$ cat src/include/mcl_pkg.sv
// Constants, register map and carrier types for the motor current-limit / lock-fault block
// Assumes a single 200 MHz core clock and a 32-bit AHB-Lite register bus
package mcl_pkg;
   // ---------------------------------------------------------------
   // Register byte offsets
   // ---------------------------------------------------------------
   localparam logic [7:0] OFF_ADVANCE = 8'h00;
   localparam logic [7:0] OFF_LIMITS = 8'h04;
   localparam logic [7:0] OFF_MOTOR = 8'h08;
   localparam logic [7:0] OFF_SCHEME_EN = 8'h0C;
   localparam logic [7:0] OFF_STATUS = 8'h10;
   localparam logic [7:0] OFF_CAUSE = 8'h14;
   localparam logic [7:0] OFF_IRQSTAT = 8'h18;
   localparam logic [7:0] OFF_IRQMASK = 8'h1C;
   localparam logic [7:0] OFF_ULIMIT = 8'h20;
   localparam logic [7:0] OFF_ADVOUT = 8'h24;
   // ---------------------------------------------------------------
   // Field positions and widths
   // ---------------------------------------------------------------
   localparam int ADV_W = 7;
   localparam int ACC_W = 4;
   localparam int LCK_W = 3;
   localparam int NLOCK = 6;
   localparam int LIM_HW_POS = 8;
   localparam int MOT_BEMF_POS = 8;
   localparam int MOT_CL_POS = 16;
   localparam int ST_LOCK = 0;
   localparam int ST_OC = 1;
   localparam int ST_HIZ = 2;
   localparam int ST_ACC = 3;
   localparam int IRQ_LOCK = 0;
   localparam int IRQ_OC = 1;
   localparam int IRQ_RESTART = 2;
   localparam int NIRQ = 3;
   // ---------------------------------------------------------------
   // Reset values
   // ---------------------------------------------------------------
   localparam logic [ADV_W-1:0] RST_ADVANCE = 7'h00;
   localparam logic [NLOCK-1:0] RST_SCHEME_EN = 6'h3F;
   localparam logic [ACC_W-1:0] RST_ACC = 4'h0;
   localparam logic [LCK_W-1:0] RST_LCK = 3'h7;
   // ---------------------------------------------------------------
   // Timing
   // ---------------------------------------------------------------
   localparam int CLK_MHZ = 200;
   localparam int LOCK_OFF_MS = 5;
   localparam int LOCK_OFF_CYC = LOCK_OFF_MS * 1000 * CLK_MHZ;
   localparam int SURGE_US = 1;
   localparam int SURGE_CYC = SURGE_US * CLK_MHZ;
   // Advance time in units of 0.5 us: 2.5 us = 5 half-microseconds
   localparam logic [3:0] ADV_UNIT_HALF_US = 4'h5;
   localparam logic [1:0] HTRANS_NONSEQ = 2'h2;
   // ---------------------------------------------------------------
   // Types
   // ---------------------------------------------------------------
   typedef enum logic [1:0] {
      ST_RUN = 2'b00,
      ST_FLOAT = 2'b01,
      ST_WAIT = 2'b10,
      ST_RESTART = 2'b11
   } mcl_state_t;
   typedef struct packed {
      logic [NLOCK-1:0] cond;
      logic overCurrent;
      logic closedLoop;
      logic [15:0] speed;
      logic [LCK_W+4:0] lowSideCurrent;
   } mcl_motor_t;
endpackage

$ cat src/hw/mcl_lock_fault.sv
// Current-limit and lock-fault supervisor with AHB-Lite register slave
// Assumes motor observations synchronous to clk from the estimator front end
//
// Summary of operation
// (RULE1) Decode 7-bit advance code, 0 to 4800 us
// (RULE2) Advance equals 2.5us mantissa shifted by exponent
// (RULE3) Start current limit only caps voltage, no fault
// (RULE4) Overcurrent fixed, always on, resumes when cleared
// (RULE5) Voltage cap from threshold, resistance, speed, bemf
// (RULE6) Accel limit only closed loop, never faults
// (RULE7) Six lock conditions each with enable bit
// (RULE8) Enabled lock sets motor locked flag
// (RULE9) Cause record sets bits even when disabled
// (RULE10) Cause record cleared on motor restart
// (RULE11) Fault floats phases and starts anti-surge
// (RULE12) Restart automatically after lock-off wait
// (RULE13) Low-side current over threshold causes lock
// (RULE14) Software sets lock threshold above accel limit
// (RULE15) Lock-off wait counted in core clock cycles
//
// Design decisions made here: the AHB-Lite register port and the placing of the registers.
`timescale 1ns/1ps
module mcl_lock_fault #(
   parameter int LOCK_OFF_CYCLES = mcl_pkg::LOCK_OFF_CYC
) (
   // Clock and reset
   input wire logic clk,
   input wire logic rst,
   // AHB-Lite slave
   input wire logic hsel,
   input wire logic [31:0] haddr,
   input wire logic [1:0] htrans,
   input wire logic hwrite,
   input wire logic [2:0] hsize,
   input wire logic [31:0] hwdata,
   input wire logic hready,
   output logic [31:0] hrdata,
   output logic hreadyout,
   output logic hresp,
   // Motor observations
   input wire mcl_pkg::mcl_motor_t motorIn,
   input wire logic [15:0] demandVolt,
   // Drive control
   output logic phaseHiZ,
   output logic antiSurge,
   output logic restartReq,
   output logic [15:0] appliedVolt,
   output logic [15:0] advanceHalfUs,
   output logic motorLocked,
   // Interrupt
   output logic irq
);
   import mcl_pkg::*;

   // ---------------------------------------------------------------
   // Bus address phase capture
   // ---------------------------------------------------------------
   logic wrPend_ff, nxt_wrPend;
   logic [7:0] addr_ff, nxt_addr;
   logic [ADV_W-1:0] advCode_ff, nxt_advCode;
   logic [ACC_W-1:0] accThr_ff, nxt_accThr;
   logic [LCK_W-1:0] lckThr_ff, nxt_lckThr;
   logic [7:0] phaseRes_ff, nxt_phaseRes;
   logic [7:0] bemfK_ff, nxt_bemfK;
   logic [NLOCK-1:0] schemeEn_ff, nxt_schemeEn;
   logic [NLOCK-1:0] cause_ff, nxt_cause;
   logic [NIRQ-1:0] irqStat_ff, nxt_irqStat;
   logic [NIRQ-1:0] irqMask_ff, nxt_irqMask;
   logic locked_ff, nxt_locked;
   mcl_state_t state_ff, nxt_state;
   logic [31:0] cnt_ff, nxt_cnt;
   logic [31:0] rdata_ff, nxt_rdata;
   logic [15:0] volt_ff, nxt_volt;
   logic [15:0] adv_ff, nxt_adv;
   logic accActive_ff, nxt_accActive;
   logic lockHit, ocNow, restartPulse, wrHit;
   logic [23:0] uLimit;

   // Advance code decode: mantissa times 2.5 us, shifted by exponent
   function automatic logic [15:0] advDecode(input logic [ADV_W-1:0] code);
      logic [15:0] base;
      base = 16'(code[3:0]) * 16'(ADV_UNIT_HALF_US);
      return base << code[6:4]; // see (RULE1) (RULE2)
   endfunction

   always_comb begin
      nxt_wrPend = 1'b0;
      nxt_addr = addr_ff;
      if (hsel && hready && htrans == HTRANS_NONSEQ) begin
         nxt_addr = haddr[7:0];
         nxt_wrPend = hwrite;
      end
   end
   assign wrHit = wrPend_ff;

   // ---------------------------------------------------------------
   // Configuration registers
   // ---------------------------------------------------------------
   always_comb begin
      nxt_advCode = advCode_ff;
      nxt_accThr = accThr_ff;
      nxt_lckThr = lckThr_ff;
      nxt_phaseRes = phaseRes_ff;
      nxt_bemfK = bemfK_ff;
      nxt_schemeEn = schemeEn_ff;
      nxt_irqMask = irqMask_ff;
      if (wrHit) begin
         unique case (addr_ff)
            OFF_ADVANCE: nxt_advCode = hwdata[ADV_W-1:0];
            OFF_LIMITS: begin
               nxt_accThr = hwdata[ACC_W-1:0];
               nxt_lckThr = hwdata[LIM_HW_POS +: LCK_W];
            end
            OFF_MOTOR: begin
               nxt_phaseRes = hwdata[7:0];
               nxt_bemfK = hwdata[MOT_BEMF_POS +: 8];
            end
            OFF_SCHEME_EN: nxt_schemeEn = hwdata[NLOCK-1:0]; // see (RULE7)
            OFF_IRQMASK: nxt_irqMask = hwdata[NIRQ-1:0];
            default: ;
         endcase
      end
   end

   // ---------------------------------------------------------------
   // Acceleration voltage cap
   // ---------------------------------------------------------------
   // Current is never measured here; the cap comes from the motor model only
   assign uLimit = 24'(accThr_ff) * 24'(phaseRes_ff) + 24'(motorIn.speed) * 24'(bemfK_ff); // see (RULE5)
   always_comb begin
      nxt_volt = demandVolt;
      nxt_accActive = 1'b0;
      if (motorIn.closedLoop && 24'(demandVolt) > uLimit) begin // see (RULE6)
         nxt_volt = uLimit[15:0];
         nxt_accActive = 1'b1; // see (RULE3)
      end
      nxt_adv = advDecode(advCode_ff);
   end

   // ---------------------------------------------------------------
   // Lock detection and fault sequencing
   // ---------------------------------------------------------------
   logic [NLOCK-1:0] condAll;
   always_comb begin
      condAll = motorIn.cond;
      // Condition 0 is the observed condition 0 or the low-side current over its threshold
      condAll[0] = motorIn.cond[0] || (motorIn.lowSideCurrent > {lckThr_ff, 4'h0}); // see (RULE13)
   end
   assign lockHit = |(condAll & schemeEn_ff); // see (RULE7)
   assign ocNow = motorIn.overCurrent; // see (RULE4)
   assign restartPulse = (state_ff == ST_RESTART);

   always_comb begin
      nxt_state = state_ff;
      nxt_cnt = cnt_ff;
      nxt_locked = locked_ff;
      nxt_cause = cause_ff | condAll; // see (RULE9)
      unique case (state_ff)
         ST_RUN: begin
            if (lockHit) begin
               nxt_state = ST_FLOAT; // see (RULE11)
               nxt_locked = 1'b1; // see (RULE8)
               nxt_cnt = 32'(SURGE_CYC);
            end
         end
         ST_FLOAT: begin
            nxt_cnt = cnt_ff - 32'h1;
            if (cnt_ff <= 32'h1) begin
               nxt_state = ST_WAIT;
               nxt_cnt = 32'(LOCK_OFF_CYCLES);
            end
         end
         ST_WAIT: begin
            nxt_cnt = cnt_ff - 32'h1; // see (RULE15)
            if (cnt_ff <= 32'h1) begin
               nxt_state = ST_RESTART; // see (RULE12)
            end
         end
         ST_RESTART: begin
            nxt_state = ST_RUN;
            nxt_locked = 1'b0;
            nxt_cause = condAll; // see (RULE10)
            nxt_cnt = 32'h0;
         end
      endcase
   end

   // ---------------------------------------------------------------
   // Interrupt status, write-one-to-clear, set wins
   // ---------------------------------------------------------------
   logic [NIRQ-1:0] irqEv;
   always_comb begin
      irqEv = '0;
      irqEv[IRQ_LOCK] = (state_ff == ST_RUN) && lockHit;
      irqEv[IRQ_OC] = ocNow;
      irqEv[IRQ_RESTART] = restartPulse;
      nxt_irqStat = irqStat_ff;
      if (wrHit && addr_ff == OFF_IRQSTAT) begin
         nxt_irqStat = irqStat_ff & ~hwdata[NIRQ-1:0];
      end
      nxt_irqStat = nxt_irqStat | irqEv;
   end

   // ---------------------------------------------------------------
   // Read data
   // ---------------------------------------------------------------
   always_comb begin
      nxt_rdata = 32'h0;
      if (hsel && hready && htrans == HTRANS_NONSEQ && !hwrite) begin
         unique case (haddr[7:0])
            OFF_ADVANCE: nxt_rdata = 32'(advCode_ff);
            OFF_LIMITS: nxt_rdata = 32'(accThr_ff) | (32'(lckThr_ff) << LIM_HW_POS);
            OFF_MOTOR: nxt_rdata = 32'(phaseRes_ff) | (32'(bemfK_ff) << MOT_BEMF_POS);
            OFF_SCHEME_EN: nxt_rdata = 32'(schemeEn_ff);
            OFF_STATUS: nxt_rdata = 32'({accActive_ff, phaseHiZ, ocNow, locked_ff});
            OFF_CAUSE: nxt_rdata = 32'(cause_ff);
            OFF_IRQSTAT: nxt_rdata = 32'(irqStat_ff);
            OFF_IRQMASK: nxt_rdata = 32'(irqMask_ff);
            OFF_ULIMIT: nxt_rdata = 32'(uLimit);
            OFF_ADVOUT: nxt_rdata = 32'(adv_ff);
            default: nxt_rdata = 32'h0;
         endcase
      end
   end

   always_ff @(posedge clk) begin
      if (rst) begin
         wrPend_ff <= 1'b0;
         addr_ff <= 8'h00;
         advCode_ff <= RST_ADVANCE;
         accThr_ff <= RST_ACC;
         lckThr_ff <= RST_LCK;
         phaseRes_ff <= 8'h00;
         bemfK_ff <= 8'h00;
         schemeEn_ff <= RST_SCHEME_EN;
         cause_ff <= '0;
         irqStat_ff <= '0;
         irqMask_ff <= '0;
         locked_ff <= 1'b0;
         state_ff <= ST_RUN;
         cnt_ff <= 32'h0;
         rdata_ff <= 32'h0;
         volt_ff <= 16'h0000;
         adv_ff <= 16'h0000;
         accActive_ff <= 1'b0;
      end else begin
         wrPend_ff <= nxt_wrPend;
         addr_ff <= nxt_addr;
         advCode_ff <= nxt_advCode;
         accThr_ff <= nxt_accThr;
         lckThr_ff <= nxt_lckThr;
         phaseRes_ff <= nxt_phaseRes;
         bemfK_ff <= nxt_bemfK;
         schemeEn_ff <= nxt_schemeEn;
         cause_ff <= nxt_cause;
         irqStat_ff <= nxt_irqStat;
         irqMask_ff <= nxt_irqMask;
         locked_ff <= nxt_locked;
         state_ff <= nxt_state;
         cnt_ff <= nxt_cnt;
         rdata_ff <= nxt_rdata;
         volt_ff <= nxt_volt;
         adv_ff <= nxt_adv;
         accActive_ff <= nxt_accActive;
      end
   end

   // ---------------------------------------------------------------
   // Outputs
   // ---------------------------------------------------------------
   // Overcurrent floats the bridge directly, with no wait: protection must not lag
   assign phaseHiZ = (state_ff != ST_RUN) || ocNow; // see (RULE4) (RULE11)
   assign antiSurge = (state_ff == ST_FLOAT); // see (RULE11)
   assign restartReq = restartPulse; // see (RULE12)
   assign appliedVolt = volt_ff;
   assign advanceHalfUs = adv_ff;
   assign motorLocked = locked_ff;
   assign irq = |(irqStat_ff & irqMask_ff);
   assign hrdata = rdata_ff;
   assign hreadyout = 1'b1;
   assign hresp = 1'b0;
endmodule // mcl_lock_fault

$ cat config.mk
export PLATFORM = sky130hd
export DESIGN_NAME = mcl_lock_fault
export DESIGN_NICKNAME = d
export VERILOG_FILES = /design/src/include/mcl_pkg.sv /design/src/hw/mcl_lock_fault.sv
export SDC_FILE = /design/constraint.sdc
export NUM_CORES = 1
export LEC_CHECK = 0
export BUFFER_PORTS_ARGS = -buffer_cell sky130_fd_sc_hd__clkbuf_2
export CAP_MARGIN = 20
export CORE_ASPECT_RATIO = 0.5
export CORE_UTILIZATION = 55
export CTS_BUF_LIST = sky130_fd_sc_hd__clkbuf_8
export CTS_CLUSTER_SIZE = 14
export DETAILED_ROUTE_END_ITERATION = 6
export PLACE_DENSITY = 0.78
export SYNTH_ARGS = -nofsm -noshare
export SYNTH_HDL_FRONTEND = slang
export SYNTH_SLANG_ARGS = --single-unit
$ cat constraint.sdc
create_clock -name clk -period 12.45 [get_ports clk]
set_input_delay 1.245 -clock clk [delete_from_list [all_inputs] [get_ports clk]]
set_output_delay 1.245 -clock clk [all_outputs]
set_load 0.01 [all_outputs]
# Yosys cells after proc, flatten, opt, wreduce, memory -nomap -nowiden
# Index checks and enable logic that the tools add are counted.
[word_totals]
wordCells = 97
output_inout_bits = 71
ff_bits = 157
inputBits = 122
[op_classes]
mul = 3
shift = 1
n_eq_ne = 21
n_lt_le_gt_ge = 3
n_mux = 14
n_bitwise = 10
n_reduce_logical = 25
add_sub_neg = 2
[ops]
columns = ["cell", "n"]
rows = [
  ["24-bit one-hot mux with 10 select lines", 1],
  ["32-bit one-hot mux with 4 select lines", 1],
  ["32-bit two-way mux", 2],
  ["8-bit by 5-bit equality test with 1-bit output, second input constant", 6],
  ["8-bit by 4-bit equality test with 1-bit output, second input constant", 4],
  ["32-bit by 1-bit <= comparator with 1-bit output, second input constant", 1],
  ["32-bit by 1-bit subtractor with 32-bit output, second input constant", 1],
  ["12-bit by 24-bit adder with 24-bit output", 1],
  ["16-bit by 24-bit > comparator with 1-bit output", 1],
  ["16-bit by 8-bit multiplier with 24-bit output", 1],
  ["8-bit by 3-bit equality test with 1-bit output, second input constant", 2],
  ["8-bit by 6-bit equality test with 1-bit output, second input constant", 2],
  ["8-bit zero test", 2],
  ["16-bit two-way mux", 1],
  ["8-bit by 16-bit OR with 16-bit output", 1],
  ["7-bit by 3-bit left shift with 16-bit output", 1],
  ["4-bit by 8-bit multiplier with 12-bit output", 1],
  ["2-bit AND reduction", 6],
  ["4-bit by 11-bit OR with 11-bit output", 1],
  ["8-bit by 7-bit > comparator with 1-bit output", 1],
  ["2-bit one-hot mux with 4 select lines", 1],
  ["4-bit by 3-bit multiplier with 7-bit output, second input constant", 1],
  ["3-bit AND", 2],
  ["6-bit AND", 1],
  ["other kinds (22)", 37],
]

# Logic depth before layout (Yosys ltp)
# Gate-level depths: netlist of run 1.
[depth]
ltp_word = 6
ltp_mapped = 29
mapped_depth_nobuf = 27

# Worst setup path after synthesis of run 1
# OpenSTA, ideal clock, no wires.
[synth_path]
kind = "input-to-reg"
from = "input motorIn[11] (netlist name)"
to = "register volt_ff[14] (netlist: appliedVolt[14])"
required_ns = 12.363
arrival_ns = 7.231
stages = 25
path_slack_ns = 5.132
path_buffers = 1
setup_ns = 0.087
cell_sequence = "and2_1 fa_1 inv_1 fa_1 inv_1 fa_1 fa_1 inv_1 fa_1 inv_1 ha_1 o211ai_1 a21o_1 a21oi_1 xnor2_1 ha_1 nand4_1 a211o_1 a31oi_1 a221oi_1 a311oi_1 nand4_4 buf_6 or4_1 o31ai_1"
[synth_between]
elab_chain_cells = 5
[synth_rtl]
columns = ["element", "line_no", "text"]
rows = [
  ["start, declared", "mcl_lock_fault.sv:41", "input wire mcl_pkg::mcl_motor_t motorIn,"],
  ["16-bit by 8-bit multiplier with 24-bit output *", "mcl_lock_fault.sv:129", "assign uLimit = 24'(accThr_ff) * 24'(phaseRes_ff) + 24'(motorIn.speed) * 24'(bemfK_ff);"],
  ["12-bit by 24-bit adder with 24-bit output *", "mcl_lock_fault.sv:129", ""],
  ["16-bit by 24-bit > comparator with 1-bit output", "mcl_lock_fault.sv:133", "if (motorIn.closedLoop && 24'(demandVolt) > uLimit) begin"],
  ["1-bit logical AND", "mcl_lock_fault.sv:133", ""],
  ["16-bit two-way mux *", "mcl_lock_fault.sv:133", ""],
  ["end signal, assigned", "mcl_lock_fault.sv:262", "volt_ff <= nxt_volt;"],
  ["end, declared", "mcl_lock_fault.sv:73", "logic [15:0] volt_ff, nxt_volt;"],
]
# Every way passes the cells marked *; elsewhere a longest branch is shown, timed or not.
# A chain may end at the register's enable or synchronous reset.

# Worst setup path in the final report of run 1
[layout_path]
from = "input motorIn[11] (netlist name)"
to = "register volt_ff[7] (netlist: appliedVolt[7])"
# The elaborated chain is that of the path after synthesis.

==> results of run 1 <==
## worst register-to-register path, stage by stage (launching register included)
cell	delay [ps]
dfxtp_1	810
nand2_1	170
fa_1	560
fa_1	560
inv_1	60
fa_1	520
fa_1	580
inv_1	70
fa_1	530
inv_1	40
ha_1	350
nor3_1	210
nor2_1	100
a21oi_1	290
xor2_1	470
ha_1	210
nand4_1	140
a211o_1	310
a31oi_1	220
a221oi_1	120
a311oi_1	480
nand4_4	300
nor2_1	560
o21ai_0	200
## worst max-delay path by stage
stage,to,slack (ps),cells past startpoint
2_1_floorplan,appliedVolt[14]$_SDFF_PP0_,5130,25
3_3_place_gp,appliedVolt[5]$_SDFF_PP0_,3970,23
3_5_place_dp,appliedVolt[15]$_SDFF_PP0_,3940,25
4_1_cts,appliedVolt[4]$_SDFF_PP0_,4400,25
5_1_grt,appliedVolt[12]$_SDFF_PP0_,3920,24
6_report,appliedVolt[7]$_SDFF_PP0_,4270,25
## routing by layer
metal	vias to the layer above	part of all wire	routed length [µm]
met5	-	0	0
met1	5055	0.42	13100
li1	4923	-	-
met4	0	0.029	881
met2	349	0.48	14700
met3	61	0.069	2130
## cell families after synthesis
family	after synthesis	synth area share
adder cells (fa/ha/maj)	213	0.287
AND/OR/NAND/NOR	516	0.210
AO/OA/AOI/OAI	228	0.125
other	2	0.000612
multiplexers	41	0.0337
XOR/XNOR	41	0.0292
buffers and inverters	227	0.0742
flip-flops	147	0.240
## metrics by stage
stage	total power [mW]	hold WS, ps	instance area [µm²]	std cells
2_1_floorplan	0.841	436	12300	1425
3_3_place_gp	0.916	445	13100	1797
3_5_place_dp	0.936	457	13100	1797
4_1_cts	1.37	469	13500	1828
5_1_grt	1.45	490	13600	1829
6_report	1.37	468	13600	1829
## cells in the final DEF (no fill, tap or decap), drive strengths merged, types with 21 or more instances in the layout
cell type	Yosys	final
clkbuf	47	157
nand3	21	21
dfxtp	147	147
fa	115	115
nor3	25	25
a21oi	77	77
nand2b	22	22
and2	92	92
nor2	140	140
ha	98	98
xnor2	24	24
o21ai	43	43
nand2	127	127
mux2i	38	38
inv	161	162
## power breakdown
group	switching (mW)	total, mW	internal [mW]
Sequential	0.0305	0.533	0.503
Combinational	0.238	0.401	0.163
Clock	0.177	0.434	0.257
Total	0.445	1.37	0.923
## final cells by class
| class | instances | area, µm² | area share |
|---|---|---|---|
| Sequential cell | 147 | 2940 | 0.217 |
| Timing Repair Buffer | 139 | 708 | 0.0522 |
| Inverter | 161 | 604 | 0.0446 |
| Clock buffer | 21 | 289 | 0.0213 |
| Tap cell | 300 | 375 | 0.0277 |
| Clock inverter | 10 | 179 | 0.0132 |
| Multi-Input combinational cell | 1051 | 8470 | 0.624 |
## sequential cells by signal, indices dropped and copies added, names as in the netlist
signal and cells:
irqMask_ff 3, advCode_ff 7, state_ff 2, appliedVolt 16
phaseRes_ff 8, motorLocked 1, cnt_ff 32, accActive_ff 1
hrdata 24, accThr_ff 4, wrHit 1, addr_ff 8
irqStat_ff 3, cause_ff 6, schemeEn_ff 6, bemfK_ff 8
advanceHalfUs 14, lckThr_ff 3
==> flow_metrics.py, run 1 <==
metrics = {
    "sta": {
        "hold_viol": 0,
        "fin_ws_ps": 4270,
        "tightest_slew_ps": 1160,
        "period_minus_slack_ps": 8180,
        "finClkSkew_ps": 11.6,
        "fin_crit_sh": 0.657,
        "slew_viol_final": 0,
        "finalSetupTns_ps": 0,
        "setup_viol": 0,
        "grt_setup_unrepaired": "no",
        "max_freq_ghz": 0.122,
        "slew_headroom": 0.222,
    },
    "setup_path": {
        "rr_startpoint": "bemfK_ff[7]$_SDFFE_PP0P_",
        "reg2reg_depth": 23,
        "r2r_end": "appliedVolt[7]$_SDFF_PP0_",
        "required_ps": 12760,
        "cp-end-kind": "register",
        "crit_path_start_kind": "input port",
        "arrival_ps": 8500,
        "critPathBufInv": 5,
        "rrSetupSlack_ps": 4410,
        "crit_path_max_incr_delay_ps": 580,
        "critical_path.max_fanout": 18,
        "startpoint": "motorIn[11]",
        "worst-setup-path-type": "in -> reg",
        "slowest_stage": "fa_1",
        "path_delay_family": "adder cells",
        "cp_common_cell": "fa_1",
    },
    "clocking": {
        "cts_max_level": 4,
        "cts_buffers": 17,
        "cts.sinks": 147,
        "path_clk_slew_ps": 80,
        "holdBufCountCts": 0,
        "cts_tree": "built",
        "cts_buffer_depth": 2,
        "ctsRootBufferMaster": "clkbuf_8",
        "clock_latency_ps": 460,
        "ctsResizeCount": 0,
        "cts_setup_buffers": 0,
    },
    "hold_path": {
        "min_path_cells": 2,
        "hp-class": "reg -> reg",
        "worstHoldStart": "addr_ff[6]$_SDFFE_PP0P_",
        "hold_end": "addr_ff[6]$_SDFFE_PP0P_",
    },
    "route": {
        "drc": 2,
        "viasPerCell": 5.68,
        "drt-pass1-iter-count": 7,
        "totalWireLength_um": 30800,
        "routed-via-count": 10400,
        "first_iter_violations": 716,
        "ant_nets": 0,
        "wire_per_inst_um": 16.8,
    },
    "cells_and_area": {
        "diodes": 0,
        "nets": 1852,
        "final_core_util": 0.623,
        "drive_gt1_frac": 0.125,
        "fillers": 1902,
        "area_delta_synth_final_pct": 10.5,
    },
    "synthesis": {
        "synth_most_common_cell": "inv_1",
        "yosysSeqAreaShare": 0.240,
        "synth_cell_types": 67,
        "avgSynthCellArea_um2": 8.68,
        "synth-seq-cells": 147,
        "synth-async-reset-ratio": 0,
        "synthTopCellsByCount": "inv_1 (161), dfxtp_1 (147), nor2_1 (140)",
        "yosys.area.top_type": "dfxtp_1",
        "synth_top_area_frac": 0.240,
        "synth_edf_count": 0,
        "yosysWarnings": 0,
        "synthTopCellsByArea": "dfxtp_1 (24%), fa_1 (19%), ha_1 (10%)",
        "ys_dominant_reg_cell": "dfxtp_1",
        "postSynthCellCount": 1415,
        "synthesis.area_mm2": 0.0123,
    },
    "grt": {
        "antenna_found_initial": 0,
        "first_global_vias": 10300,
        "grt_util_met3": 0.0648,
        "grt_overflow": 0,
        "grt.met1_usage": 0.352,
        "grt_pass1_wl_um": 50500,
        "busiest_layer": "met2",
        "grtUsageTotal": 0.280,
        "grtUsageMet2": 0.466,
        "grt_max_degree": 109,
    },
    "die": {
        "io_pins": 193,
        "rows": 38,
        "die_y_um": 108,
        "core_area_mm2": 0.0218,
        "start_util": 0.564,
        "die_x_um": 213,
        "die_area_mm2": 0.0230,
    },
    "status": {
        "outcome": "complete, but fails checks",
        "violations": "design-rule violations",
    },
    "pwr": {
        "p_leak_nw": 6.43,
        "p_per_area_mw_per_mm2": 101,
        "peakVddDrop_mv": 0.132,
    },
    "placement": {
        "dp_hpwl_um": 24700,
        "finalWeightedCongestion": 0.953,
        "portBuffers": 137,
        "pre_cts_ws_ps": 3940,
    },
    "run": {
        "maxCapViolCount": 0,
    },
}
Note: power is estimated with default switching activity, not from simulation.
==> run 2: changes to the inputs <==
Clock period 12.45 ns to 7.8 ns, I/O delays scaled along.
==> run 2 against run 1 <==
The flow now finishes without violations. Critical path depth fell by 1. Setup slack got worse by 3800 ps. Critical path type is now reg -> reg. First-iteration DRC count decreased by 9.4%. Non-clock buffer count up 12. Design area rose by 1.0%. Global-route usage up 0.53 points. Sequential share of layout area down 0.21 points.
==> flow_metrics.py, run 2 (same netlist as run 1, synthesis figures left out) <==
metrics = {
    "placement": {
        "portBuffers": 137,
        "dp_hpwl_um": 25500,
        "finalWeightedCongestion": 0.963,
    },
    "sta": {
        "finClkSkew_ps": 17.0,
        "setup_viol": 0,
        "tightest_slew_ps": 1090,
        "slew_headroom": 0.269,
        "grt_setup_unrepaired": "no",
        "fin_hold_ws_ps": 463,
        "hold_viol": 0,
        "fin_crit_sh": 0.938,
        "finalSetupTns_ps": 0,
        "max_freq_ghz": 0.137,
        "slew_viol_final": 0,
        "period_minus_slack_ps": 7310,
    },
    "grt": {
        "grt_pass1_wl_um": 51300,
        "antenna_found_initial": 0,
        "first_global_vias": 10300,
        "grt_max_degree": 108,
        "grtUsageTotal": 0.285,
        "grt_overflow": 0,
    },
    "route": {
        "drc": 0,
        "totalWireLength_um": 31500,
        "first_iter_violations": 649,
        "viasPerCell": 5.70,
        "routed-via-count": 10500,
        "drt-pass1-iter-count": 5,
        "wire_per_inst_um": 17.1,
        "ant_nets": 0,
    },
    "pwr": {
        "internal_power_mw": 1.52,
        "combPwrFrac": 0.287,
        "power_mw": 2.25,
        "p_clk_frac": 0.334,
        "p_leak_nw": 6.51,
        "p_sw_mw": 0.730,
        "peakVddDrop_mv": 0.221,
        "p_sw_frac": 0.325,
        "p_seq_frac": 0.379,
        "p_per_area_mw_per_mm2": 164,
    },
    "die": {
        "io_pins": 193,
        "start_util": 0.564,
        "die_area_mm2": 0.0230,
        "core_area_mm2": 0.0218,
        "rows": 38,
        "die_x_um": 213,
        "die_y_um": 108,
    },
    "cells_and_area": {
        "area_delta_synth_final_pct": 11.6,
        "final_common_cell": "inv_1",
        "fillers": 1896,
        "nets": 1864,
        "diodes": 0,
        "largest_register": "cnt_ff",
        "drive_gt1_frac": 0.133,
        "largest_register_ffs": 32,
        "mostFrequentLayoutCells": "inv_1 (161), dfxtp_1 (146), nor2_1 (139), clkbuf_2 (136), nand2_1 (127)",
    },
    "setup_path": {
        "cp-end-kind": "register",
        "worst-setup-path-type": "reg -> reg",
        "crit_path_start_kind": "register",
        "required_ps": 8150,
        "critical_path.max_fanout": 18,
        "arrival_ps": 7670,
    },
    "clocking": {
        "cts_buffer_depth": 2,
        "cts.sinks": 147,
        "path_clk_slew_ps": 80,
        "clock_latency_ps": 470,
        "cts_tree": "built",
        "ctsRootBufferMaster": "clkbuf_8",
        "cts_buffers": 17,
        "cts_setup_buffers": 0,
        "holdBufCountCts": 0,
        "cts_max_level": 4,
    },
    "run": {
        "maxCapViolCount": 0,
    },
    "status": {
        "outcome": "finished, final reports clean",
    },
    "hold_path": {
        "hp-class": "reg -> reg",
    },
}
## run 2: cell type report
cell class	count	area [µm²]	share of cell area
multi-input combinational	1051	8470	0.618
sequential	147	2940	0.215
clock inverter	13	254	0.0185
tap	300	375	0.0274
inverter	161	604	0.0441
timing repair buffer	151	811	0.0592
clock buffer	18	248	0.0181
## run 2: metal layers
layer / GRT usage / vias up / part of all wire
met4: 0.0964 / 0 / 0.025
met2: 0.487 / 349 / 0.49
met5: 0 / - / 0
met1: 0.359 / 5151 / 0.42
li1: - / 4938 / -
met3: 0.0604 / 59 / 0.068
## run 2: power groups by stage
| stage | Clock [mW] | Combinational, mW | Sequential [mW] |
|---|---|---|---|
| floorplan | 0 | 0.485 | 0.858 |
| global placement | 0 | 0.601 | 0.864 |
| detailed placement | 0 | 0.634 | 0.869 |
| CTS | 0.757 | 0.639 | 0.851 |
| global route | 0.791 | 0.719 | 0.859 |
| finish | 0.750 | 0.645 | 0.853 |
## run 2: final timing paths
path,end,slack [ps],cells after the start,start
setup / recovery,appliedVolt[7]$_SDFF_PP0_,490,24,bemfK_ff[2]$_SDFFE_PP0P_
hold / removal,addr_ff[5]$_SDFFE_PP0P_,460,2,addr_ff[5]$_SDFFE_PP0P_
hold reg to reg,addr_ff[5]$_SDFFE_PP0P_,460,2,addr_ff[5]$_SDFFE_PP0P_
setup reg to reg,appliedVolt[7]$_SDFF_PP0_,490,24,bemfK_ff[2]$_SDFFE_PP0P_
## run 2: timing repair
item / 4_1_cts / 5_1_grt
endpoints found under the setup margin: 0 / 1
gates resized for setup: 0 / 1
endpoints found under the hold margin: 0 / 0
## run 2: worst max-delay path, cell delays in order, from the launching register on
cell,delay (ps)
dfxtp_1,670
buf_4,260
and2_1,150
fa_1,420
fa_1,490
fa_1,530
fa_1,550
inv_1,60
fa_1,550
inv_1,50
ha_1,380
a21o_1,230
o41a_1,470
a21oi_1,200
xor2_1,330
ha_1,220
o21ai_0,90
a31oi_1,220
a221oi_1,110
a311oi_1,280
buf_4,170
nand4_4,210
nor2_1,230
buf_4,200
o21ai_0,110
## run 2: through the flow
step | instances | worst slack [ps] | utilization | instance area (µm²)
after detailed placement | 1809 | 190 | 0.605 | 13200
after global routing | 1841 | 67.5 | 0.629 | 13700
after CTS | 1840 | 475 | 0.628 | 13700
final | 1841 | 487 | 0.629 | 13700
after floorplan | 1425 | 947 | - | 12300
after global placement | 1809 | 302 | 0.605 | 13200
